## src/verilog/radio_fsm_cfg.svh

```systemverilog
`ifndef RADIO_FSM_CFG_SVH
`define RADIO_FSM_CFG_SVH

// ****************************************************************
// Register map
// ****************************************************************
`define ADDR_CFG_TWO     6'h16
`define ADDR_CFG_ONE     6'h17
`define ADDR_CFG_ZERO    6'h18

// ****************************************************************
// Reset values
// ****************************************************************
`define RST_CFG_TWO      8'h07
`define RST_CLR_SEL      2'h3
`define RST_RX_NEXT      2'h0
`define RST_TX_NEXT      2'h0
`define RST_CAL_POLICY   2'h0
`define RST_PO_SEL       2'h1
`define RST_SPARE        1'h0
`define RST_FORCE_ON     1'h0

// ****************************************************************
// Field positions
// ****************************************************************
`define CFG_TWO_MASK     8'h1f
`define CLR_HI           5
`define CLR_LO           4
`define RXN_HI           3
`define RXN_LO           2
`define TXN_HI           1
`define TXN_LO           0
`define CAL_HI           5
`define CAL_LO           4
`define PO_HI            3
`define PO_LO            2
`define SPARE_BIT        1
`define FORCE_BIT        0

// ****************************************************************
// Power-up timing
// ****************************************************************
`define RIPPLE_LAST      6'h3f
`define EXPIRE_SEL0      9'h001
`define EXPIRE_SEL1      9'h010
`define EXPIRE_SEL2      9'h040
`define EXPIRE_SEL3      9'h100
`define AUTO_CAL_LAST    2'h3

`endif

```

## src/verilog/radio_fsm_pkg.sv

```systemverilog
`default_nettype none
package radio_fsm_pkg;

    // Operating states of the main radio state machine
    typedef enum logic [1:0] {
        ST_IDLE     = 2'b00,
        ST_SYNTH_TX = 2'b01,
        ST_TX       = 2'b10,
        ST_RX       = 2'b11
    } radio_state_t;

    // Clear channel selection modes
    typedef enum logic [1:0] {
        CLR_ALWAYS   = 2'b00,
        CLR_RSSI     = 2'b01,
        CLR_NO_PKT   = 2'b10,
        CLR_BOTH     = 2'b11
    } clr_mode_t;

    // Synthesizer calibration policies
    typedef enum logic [1:0] {
        CAL_MANUAL   = 2'b00,
        CAL_LEAVE    = 2'b01,
        CAL_RETURN   = 2'b10,
        CAL_FOURTH   = 2'b11
    } cal_policy_t;

    // Power-up timer state
    typedef struct packed {
        logic [5:0] ripple;
        logic [8:0] expiries;
        logic       done;
    } timer_state_t;

    // Configuration and control state
    typedef struct packed {
        logic [7:0]   cfg_two;
        clr_mode_t    clear_channel_select;
        logic [1:0]   after_receive_next_state;
        logic [1:0]   after_transmit_next_state;
        cal_policy_t  synth_calibration_policy;
        logic [1:0]   powerup_expiry_count;
        logic         spare;
        logic         force_osc_on;
        logic [7:0]   rdata;
        logic         clear_channel_flag;
        logic         next_valid;
        radio_state_t next_state;
        logic         cal_start;
        logic [1:0]   auto_returns;
    } cfg_state_t;

endpackage
`default_nettype wire

```

## src/verilog/powerup_timer.sv

```systemverilog
`timescale 1ns/1ns
`default_nettype none
`include "radio_fsm_cfg.svh"

module powerup_timer
    import radio_fsm_pkg::*;
(
    input  wire logic       clk,
    input  wire logic       rst_b,
    input  wire logic       settled,
    input  wire logic [1:0] expire_sel,
    output logic            done
);

    timer_state_t st;
    timer_state_t next_st;
    logic [8:0]   target;

    // ************************************************************
    // Expiry target
    // ************************************************************
    always_comb
    begin
        unique case (expire_sel)
            2'h0: target = `EXPIRE_SEL0;
            2'h1: target = `EXPIRE_SEL1;
            2'h2: target = `EXPIRE_SEL2;
            2'h3: target = `EXPIRE_SEL3;
        endcase
    end

    // ************************************************************
    // Six-bit ripple counter and expiry count
    // ************************************************************
    // Restarts whenever the oscillator drops out of its settled state
    always_comb
    begin
        next_st = st;
        if (!settled)
        begin
            next_st = '0;
        end
        else if (!st.done)
        begin
            next_st.ripple = st.ripple + 6'h01;
            if (st.ripple == `RIPPLE_LAST)
            begin
                next_st.expiries = st.expiries + 9'h001;
                if ((st.expiries + 9'h001) >= target)
                    next_st.done = 1'b1;
            end
        end
    end

    always_ff @(posedge clk)
    begin
        if (!rst_b)
            st <= '0;
        else
            st <= next_st;
    end

    assign done = st.done;

endmodule
`default_nettype wire

```

## src/verilog/radio_state_config.sv

```systemverilog
// Contract
// - Clear channel flag follows 2-bit mode: always, RSSI low, no packet, both.
// - After receive go to idle, synth-on, transmit or stay receiving; resets 0.
// - After transmit go to idle, synth-on, stay transmitting, or receive; resets 0.
// - Calibrate manually, leaving idle, on auto return, or every fourth auto return.
// - Chip ready held off until ripple counter expires selected times; field resets 1.
// - Timeout setting 0..3 selects 1, 16, 64 or 256 expiries.
// - Oscillator-stable asserts together with chip ready, no delay between them.
// - Force bit keeps oscillator on during sleep; resets 0.
`timescale 1ns/1ns
`default_nettype none
`include "radio_fsm_cfg.svh"

module radio_state_config
    import radio_fsm_pkg::*;
(
    input  wire logic       CLK,
    input  wire logic       RST_B,
    // Register port
    input  wire logic [5:0] REG_ADDR,
    input  wire logic [7:0] REG_WDATA,
    input  wire logic       REG_WRITE,
    output logic      [7:0] REG_RDATA,
    // Clear channel inputs and result
    input  wire logic       RSSI_BELOW,
    input  wire logic       RX_PACKET,
    output logic            CLEAR_CHANNEL_FLAG,
    // Packet completion and next state
    input  wire logic       RX_DONE,
    input  wire logic       TX_DONE,
    output logic            NEXT_VALID,
    output logic      [1:0] NEXT_STATE,
    // Calibration
    input  wire logic       CALIBRATE_STROBE,
    input  wire logic       LEAVE_IDLE,
    input  wire logic       AUTO_IDLE,
    output logic            CAL_START,
    // Oscillator and chip ready
    input  wire logic       XOSC_SETTLED,
    output logic            CHIP_READY_LOW,
    output logic            XOSC_STABLE,
    output logic            XOSC_KEEP_ON
);

    cfg_state_t st;
    cfg_state_t next_st;
    logic       timer_done;
    logic       wr_one;
    logic       wr_two;
    logic       wr_zero;
    logic       rssi_ok;
    logic       pkt_ok;
    logic       auto_cal;

    // ************************************************************
    // Power-up timeout
    // ************************************************************
    // The timer restarts whenever the oscillator drops out of its
    // settled state. A new timeout setting only takes effect at the
    // next expiry, since the target is compared only as the ripple
    // counter wraps; the compare is greater-or-equal, so a lowered setting never skips an expiry
    powerup_timer powerup_timer_inst (
        .clk        (CLK),
        .rst_b      (RST_B),
        .settled    (XOSC_SETTLED),
        .expire_sel (st.powerup_expiry_count),
        .done       (timer_done)
    );

    // ************************************************************
    // Register decode
    // ************************************************************
    // Writes to any other address fall through and are dropped,
    // so a stray host access cannot disturb the stored fields
    assign wr_two  = REG_WRITE && (REG_ADDR == `ADDR_CFG_TWO);
    assign wr_one  = REG_WRITE && (REG_ADDR == `ADDR_CFG_ONE);
    assign wr_zero = REG_WRITE && (REG_ADDR == `ADDR_CFG_ZERO);

    // Channel condition terms; the pins are taken as synchronous,
    // and the flag costs one cycle of lag so that it leaves a flop
    assign rssi_ok = RSSI_BELOW;
    assign pkt_ok  = !RX_PACKET;

    // ************************************************************
    // Automatic calibration decision
    // ************************************************************
    always_comb
    begin
        // Return counter is only kept under the every-fourth policy, so
        // a later switch back to it always starts counting afresh
        unique case (st.synth_calibration_policy)
            CAL_MANUAL: auto_cal = 1'b0;
            CAL_LEAVE:  auto_cal = LEAVE_IDLE;
            CAL_RETURN: auto_cal = AUTO_IDLE;
            CAL_FOURTH: auto_cal = AUTO_IDLE &&
                                   (st.auto_returns == `AUTO_CAL_LAST);
        endcase
    end

    // ************************************************************
    // Next-state logic
    // ************************************************************
    always_comb
    begin
        next_st = st;

        // Register writes; reserved bits are not stored
        if (wr_two)
            next_st.cfg_two = REG_WDATA & `CFG_TWO_MASK;
        if (wr_one)
        begin
            next_st.clear_channel_select      = clr_mode_t'(REG_WDATA[`CLR_HI:`CLR_LO]);
            next_st.after_receive_next_state  = REG_WDATA[`RXN_HI:`RXN_LO];
            next_st.after_transmit_next_state = REG_WDATA[`TXN_HI:`TXN_LO];
        end
        // Bit 1 here is plain storage with no behaviour behind it
        if (wr_zero)
        begin
            next_st.synth_calibration_policy =
                cal_policy_t'(REG_WDATA[`CAL_HI:`CAL_LO]);
            next_st.powerup_expiry_count = REG_WDATA[`PO_HI:`PO_LO];
            next_st.spare                = REG_WDATA[`SPARE_BIT];
            next_st.force_osc_on         = REG_WDATA[`FORCE_BIT];
        end

        // Read data registered one cycle after the address; reserved
        // bits and unmapped places read back as zero
        next_st.rdata = 8'h00;
        unique case (REG_ADDR)
            `ADDR_CFG_TWO:
                next_st.rdata = st.cfg_two;
            `ADDR_CFG_ONE:
            begin
                next_st.rdata[`CLR_HI:`CLR_LO] = st.clear_channel_select;
                next_st.rdata[`RXN_HI:`RXN_LO] = st.after_receive_next_state;
                next_st.rdata[`TXN_HI:`TXN_LO] = st.after_transmit_next_state;
            end
            `ADDR_CFG_ZERO:
            begin
                next_st.rdata[`CAL_HI:`CAL_LO] = st.synth_calibration_policy;
                next_st.rdata[`PO_HI:`PO_LO]   = st.powerup_expiry_count;
                next_st.rdata[`SPARE_BIT]      = st.spare;
                next_st.rdata[`FORCE_BIT]      = st.force_osc_on;
            end
            default:
                next_st.rdata = 8'h00;
        endcase

        // Clear channel indication from the selected mode
        unique case (st.clear_channel_select)
            CLR_ALWAYS: next_st.clear_channel_flag = 1'b1;
            CLR_RSSI:   next_st.clear_channel_flag = rssi_ok;
            CLR_NO_PKT: next_st.clear_channel_flag = pkt_ok;
            CLR_BOTH:   next_st.clear_channel_flag = rssi_ok && pkt_ok;
        endcase

        // Next operating state; receive completion wins a tie since
        // both cannot legally finish together
        next_st.next_valid = RX_DONE || TX_DONE;
        // State output holds its last value between completions, so a
        // consumer that samples late still sees the last choice
        if (RX_DONE)
        begin
            next_st.next_state = radio_state_t'(st.after_receive_next_state);
        end
        else if (TX_DONE)
        begin
            next_st.next_state = radio_state_t'(st.after_transmit_next_state);
        end

        // Count automatic returns only under the every-fourth policy
        if (st.synth_calibration_policy != CAL_FOURTH)
            next_st.auto_returns = 2'h0;
        else if (AUTO_IDLE)
            next_st.auto_returns = st.auto_returns + 2'h1;

        // Manual strobe always calibrates, whatever the policy
        next_st.cal_start = CALIBRATE_STROBE || auto_cal;
    end

    // ************************************************************
    // State register
    // ************************************************************
    // Whole struct cleared first, then the field reset values laid
    // over it; reset is synchronous, so only constants appear here
    always_ff @(posedge CLK)
    begin
        if (!RST_B)
        begin
            st                           <= '0;
            st.cfg_two                   <= `RST_CFG_TWO;
            st.clear_channel_select      <= clr_mode_t'(`RST_CLR_SEL);
            st.after_receive_next_state  <= `RST_RX_NEXT;
            st.after_transmit_next_state <= `RST_TX_NEXT;
            st.synth_calibration_policy  <= cal_policy_t'(`RST_CAL_POLICY);
            st.powerup_expiry_count      <= `RST_PO_SEL;
            st.spare                     <= `RST_SPARE;
            st.force_osc_on              <= `RST_FORCE_ON;
            st.next_state                <= ST_IDLE;
        end
        else
        begin
            st <= next_st;
        end
    end

    // ************************************************************
    // Outputs
    // ************************************************************
    assign REG_RDATA          = st.rdata;
    assign CLEAR_CHANNEL_FLAG = st.clear_channel_flag;
    assign NEXT_VALID         = st.next_valid;
    assign NEXT_STATE         = st.next_state;
    assign CAL_START          = st.cal_start;
    // Both taken from the same flop so they cannot skew; ready is
    // active low and stays high until the selected expiry count
    assign CHIP_READY_LOW     = !timer_done;
    assign XOSC_STABLE        = timer_done;
    assign XOSC_KEEP_ON       = st.force_osc_on;

endmodule
`default_nettype wire

```

## config.mk

```make
export PLATFORM = sky130hd
export DESIGN_NAME = radio_state_config
export DESIGN_NICKNAME = d
export VERILOG_FILES = /design/src/verilog/radio_fsm_pkg.sv /design/src/verilog/powerup_timer.sv /design/src/verilog/radio_state_config.sv
export VERILOG_INCLUDE_DIRS = /design/src /design/src/verilog
export SDC_FILE = /design/constraint.sdc
export NUM_CORES = 1
export LEC_CHECK = 0
export BUFFER_PORTS_ARGS = -buffer_cell sky130_fd_sc_hd__buf_2
export CAP_MARGIN = 10
export CORE_MARGIN = 5
export CORE_UTILIZATION = 45
export DETAILED_ROUTE_END_ITERATION = 6
export GPL_TIMING_DRIVEN = 0
export MAX_ROUTING_LAYER = met4
export PLACE_DENSITY_LB_ADDON = 0.2
export SYNTH_ARGS = -nofsm -noshare
export SYNTH_HDL_FRONTEND = slang
export SYNTH_SLANG_ARGS = --single-unit
```

## constraint.sdc

```tcl
create_clock -name CLK -period 2.32 [get_ports CLK]
set_clock_uncertainty 0.05 [all_clocks]
set_input_delay 0.464 -clock CLK [delete_from_list [all_inputs] [get_ports CLK]]
set_output_delay 0.464 -clock CLK [all_outputs]
set_load 0.03 [all_outputs]
```

=== Word level (Yosys, flattened, before mapping) ===
Index checks and enable logic that the tools add are counted.

* Flip-flop bits (word level): 46
* Logic and storage cells: 63

* Add/sub/neg operators: 3
* Magnitude comparators: 1
* Equal/unequal tests: 15
* Muxes and demuxes: 9
* Bitwise logic cells: 2
* Reduce and logical (&&, ||, !) cells: 16

{| class="wikitable"
|+ Operators with widths
! kind !! count
|-
| 9-bit case mux with 4 select lines || 1
|-
| 6-bit by 5-bit == test with 1-bit output (second input constant) || 3
|-
| 6-bit case mux with 3 select lines || 1
|-
| 2-bit == test (second input constant) || 7
|-
| 9-bit by 1-bit adder with 9-bit output (second input constant) || 1
|-
| 9-bit greater-or-equal comparator || 1
|-
| 1-bit case mux with 4 select lines || 2
|-
| 6-bit by 1-bit adder with 6-bit output (second input constant) || 1
|-
| 2-bit by 1-bit == test with 1-bit output (second input constant) || 3
|-
| 6-bit == test (second input constant) || 1
|-
| 2-bit logical NOT || 3
|-
| 1-bit logical AND || 5
|-
| 2-bit two-way mux || 2
|-
| 2-bit AND reduction || 2
|-
| 1-bit two-way mux || 3
|-
| 2-bit by 1-bit adder with 2-bit output (second input constant) || 1
|-
| 1-bit logical NOT || 2
|-
| 1-bit logical OR || 2
|-
| 2-bit != test (second input constant) || 1
|-
| 1-bit NOT || 2
|-
| 2-bit nonzero test || 1
|-
| 2-bit OR reduction || 1
|}

=== Logic depth before layout (Yosys ltp) ===
* Depth in word-level cells: 6
* Mapped depth: 10
* Depth with buffers taken out: 10

=== Modules after synthesis ===
Synthesis repeated with hierarchy kept, for this count alone.

* Cell total of the unflattened synthesis: 249
* Area total of the unflattened synthesis: 2293.4 µm²

{| class="wikitable"
|+ By module, submodules not included
! module !! instances !! cells an instance !! area each (µm²) !! sequential area each (µm²)
|-
| radio_state_config || 1 || 142 || 1356.3 || 600.6
|-
| powerup_timer || 1 || 107 || 937.1 || 320.3
|}

=== Least setup slack after synthesis ===
No wires, ideal clock.

* Path type: register -> register
* From: register powerup_timer_inst.st[1] in the netlist's numbering
* To: register powerup_timer_inst.st, in the netlist powerup_timer_inst.done
* Setup time: 132 ps
* Arrival: 2099 ps
* Setup slack: 40 ps
* Stages on the path, launching flop included: 11
* Buffers on the path: 0
* Clock period less this slack: 2280 ps
* Cell sequence: dfxtp_1 > ha_1 > nand3_2 > or2_4 > nor2_1 > xor2_1 > ha_1 > and3_1 > and4_1 > a32oi_1 > o21ai_0

* Cells in the longest elaborated chain, start to end: 5

{| class="wikitable"
|+ RTL lines
! item !! line !! text
|-
| start: declaration || powerup_timer.sv:15 || <nowiki>timer_state_t st;</nowiki>
|-
| start signal: assignment || powerup_timer.sv:60 || <nowiki>st <= next_st;</nowiki>
|-
| 9-bit by 1-bit adder with 9-bit output || powerup_timer.sv:49 || <nowiki>if ((st.expiries + 9'h001) >= target)</nowiki>
|-
| 9-bit greater-or-equal comparator || powerup_timer.sv:49 ||
|-
| 1-bit two-way mux || powerup_timer.sv:49 ||
|-
| 1-bit two-way mux || powerup_timer.sv:46 || <nowiki>if (st.ripple == `RIPPLE_LAST)</nowiki>
|-
| 1-bit two-way mux || powerup_timer.sv:43 || <nowiki>else if (!st.done)</nowiki>
|}

No other way between the ends.
A chain may end at the register's enable or synchronous reset.

=== Worst setup path after layout ===
* From: register powerup_timer_inst.st[2] in the netlist's numbering
* To: register powerup_timer_inst.st, in the netlist powerup_timer_inst.done

Same word-level chain as after synthesis.

==> results.txt <==
The clock power share is 0.404. Of the total power, combinational logic draws 0.060. The fraction of registers with async set/reset is 0. The I/O pin count is 41.

The critical path data required time is 2.42 ns. The area of the core is 0.00479 mm^2. The clock insertion delay at the later pin of the skew report is 0.30 ns. The first global-routing pass estimated 7870 um of wire.

The total number of vias came out at 1853. The worst setup path is launched from a flip-flop. The count of unique library cells instantiated by Yosys is 43. In this run the static leakage power is 1.16 nW.

The number of warnings reported in the yosys synthesis log came out at 0. The number of buffers created by CTS came out at 5. Total power for the finished layout comes to 1.49 mW.

In the finished design, the share of the clock period the worst path needs comes to 0.945. STA classifies the critical path endpoint as a flip-flop. The worst slew margin relative to its limit is 0.549. The mean instance size in the synthesized netlist is 8.88 um^2. Max-cap violations in this run came to 0. The final layout contains 328 nets. The internal power component is 1.15 mW.

The die span in y came out at 80.5 um. The flip-flop and latch count after synthesis came out at 46. Across the VDD grid, the largest voltage drop is 0.433 mV. In this run the clock root is driven by a clkbuf_8. TritonCTS built the clock tree. In the global route stage, met3 resource usage came out at 0.0314.

The width of the chip came out at 80.5 um. The classification of the worst setup path is flip-flop to flip-flop. In the routed design, unresolved DRC markers number 0.

The number of search-and-repair iterations in the first detailed-routing pass came out at 5. After detailed routing, the average wire length per cell comes to 12.8 um. Setup violations remaining at the end of the flow were counted as 0. Yosys mapped a number of flops with a built-in enable equal to 0. The total wire length came out at 4660 um. The stage delay of the slowest cell on the critical path came out at 0.36 ns.

Across every metal layer, demand over resource in global routing totals 0.158. The area enclosed by the die boundary came out at 0.00648 mm^2. The number of violations reported at the end of detailed-routing iteration 0 came out at 124. The standard-cell row count is 25. The buffer depth of the longest clock path came out at 2. Input and output buffers added on the ports amount to 33. The worst-margin pin slew is 0.660 ns. The run finished with clean final reports. In this run the power spent charging and discharging nets is 336 uW. After technology mapping, the gate count stands at 252.

The shortest period the worst path allows came out at 2.19 ns. The initial antenna violation count is 0. The maximum fanout along the worst path came out at 4. The critical path's slowest cell is dfxtp_4. The total negative slack came out at 0 ns. The pin count of the biggest net entering global routing came out at 16.

Routability-driven placement finished with a final weighted congestion of 0.796. The half-perimeter wire length of the detailed placement result came out at 3410 um. The register clock-pin slew on the reported worst setup and hold paths is 0.09 ns. The number of inserted diodes is 0.

The max-slew violation count is 0. The cell area power density came out at 558 mW/mm^2. The detail route stage leaves a number of antenna-violating nets equal to 0. The maximum clock frequency came out at 456 MHz. The overflow left after global routing is 0. The growth of design area from synthesis to finish came out at 19.1%. The sequential power share is 0.535.

The number of clock sinks came out at 46. The initial utilization of the core area, before any placement, comes to 0.467. Walking the worst path, the cells encountered are ha_4, nand3_4, or2_4, nor2_4, xor2_1, ha_1, and3_1, and4_1, a32oi_1, o21ai_1. The main flop type after synthesis is dfxtp_1. The via count of the first global-routing pass came out at 1736. The number of failing hold endpoints at the final stage is 0. The arrival time of data at the critical path endpoint came out at 2.29 ns. For this run, global-route usage on met2 was measured as 0.242. The share of post-route cells with drive strength above 1 came out at 0.253. The mapped netlist covers 0.00224 mm^2. The deepest level of the CTS H-tree is 2. The sequential fraction of the synthesis area is 0.412. The met1 track utilization from global routing came out at 0.212. After global routing, the most crowded layer is met2.

The path class of the tightest hold or removal check is input pin to flip-flop. The detailed-route vias per instance is 5.09. The switching share of power came out at 0.226.
-- cells by family (layout without fill, tap and decap cells) --
family / count (synthesis) / after routing / synth area share
other: 1 / 2 / 0.00168
AO/OA/AOI/OAI: 28 / 28 / 0.0822
buffers and inverters: 29 / 73 / 0.0677
XOR/XNOR: 16 / 16 / 0.0626
multiplexers: 23 / 23 / 0.106
adder cells (fa/ha/maj): 7 / 7 / 0.0391
AND/OR/NAND/NOR: 102 / 102 / 0.229
flip-flops: 46 / 46 / 0.412
-- area by class of cell --
class                      count  area (um^2)
multi-input combinational    178         1200
inverter                       8         30.0
timing repair buffer          36          188
tap                           67         83.8
clock buffer                   5         68.8
fill                         459         2120
clock inverter                 3         43.8
sequential                    46          932
buffer                        21          121
-- cell usage after synthesis (4+ instances only) --
library cell,instances,area [um^2]
nand2_1,20,75.1
inv_1,8,30.0
clkbuf_1,7,26.3
dfxtp_1,46,921
a22oi_1,5,37.5
mux2_2,6,67.6
a21oi_1,11,55.1
nand3_1,12,60.1
mux2i_1,17,170
xnor2_1,10,87.6
nand4_1,4,25.0
buf_4,10,75.1
nor2_1,36,135
ha_1,7,87.6
xor2_1,6,52.6
nand2b_1,6,37.5
buf_2,4,20.0
-- flip-flops by register name (all words and copies together) (netlist names) --
signal and cells:
powerup_timer_inst.done 1, XOSC_KEEP_ON 1, st 18, REG_RDATA 6, CAL_START 1, powerup_timer_inst.st 15
NEXT_VALID 1, CLEAR_CHANNEL_FLAG 1, NEXT_STATE 2
-- cell usage in the layout (no fill, tap or decap), drive strengths merged, types with 3 or more instances in the layout --
| master | n |
|---|---|
| a21oi | 11 |
| a22oi | 5 |
| and3 | 3 |
| and4b | 3 |
| buf | 50 |
| clkbuf | 12 |
| dfxtp | 46 |
| ha | 7 |
| inv | 9 |
| mux2 | 6 |
| mux2i | 17 |
| nand2 | 20 |
| nand2b | 6 |
| nand3 | 13 |
| nand4 | 4 |
| nor2 | 36 |
| nor3 | 3 |
| xnor2 | 10 |
| xor2 | 6 |
-- through the flow --
stage / cells / hold slack [ns] / utilization / instance area [um^2] / setup WS, ns
5_1_grt: 364 / 0.312 / 0.557 / 2660 / -0.00254
2_1_floorplan: 253 / 0.387 / - / 2240 / 0.0396
3_5_place_dp: 353 / 0.400 / 0.520 / 2490 / -0.168
3_3_place_gp: 353 / 0.396 / 0.520 / 2490 / -0.194
6_report: 364 / 0.315 / 0.557 / 2660 / 0.129
4_1_cts: 362 / 0.313 / 0.550 / 2630 / 0.0166
-- worst paths after layout --
check | cells past startpoint | slack, ns | from | end
worst max-delay path | 10 | 0.13 | powerup_timer_inst.st[2] | powerup_timer_inst.done
worst min-delay path | 2 | 0.32 | RX_PACKET | CLEAR_CHANNEL_FLAG
worst max register to register | 10 | 0.13 | powerup_timer_inst.st[2] | powerup_timer_inst.done
worst min register to register | 2 | 0.41 | st[16] | st[16]
-- power groups by stage --
stage	Clock, mW	Combinational (mW)	Sequential, mW
final	0.601	0.0898	0.796
after global routing	0.658	0.0987	0.798
after CTS	0.618	0.0903	0.796
after detailed placement	0	0.0899	0.817
after global placement	0	0.0893	0.817
after floorplan	0	0.0474	0.822
-- worst max-delay path, delay by kind of cell (launching register included) --
kind	cells	cell delay [ns]
compound gates	2	0.28
xor+xnor	1	0.15
fa+ha+maj	2	0.40
flops	1	0.36
simple gates	5	0.81
-- metal layers --
layer  up-vias  part of all wire
met5         -                 0
met4         0             0.013
met3         6             0.042
met2        43              0.45
met1       852              0.49
li1        952                 -
-- timing repair --
item,4_1_cts,5_1_grt
pin swaps,0,6
gates resized for setup,7,6
endpoints found under the setup margin,1,1
hold endpoints to repair,0,0
hold buffers,0,0
buffers inserted,1,2
Note: power is estimated with default switching activity, not from simulation.
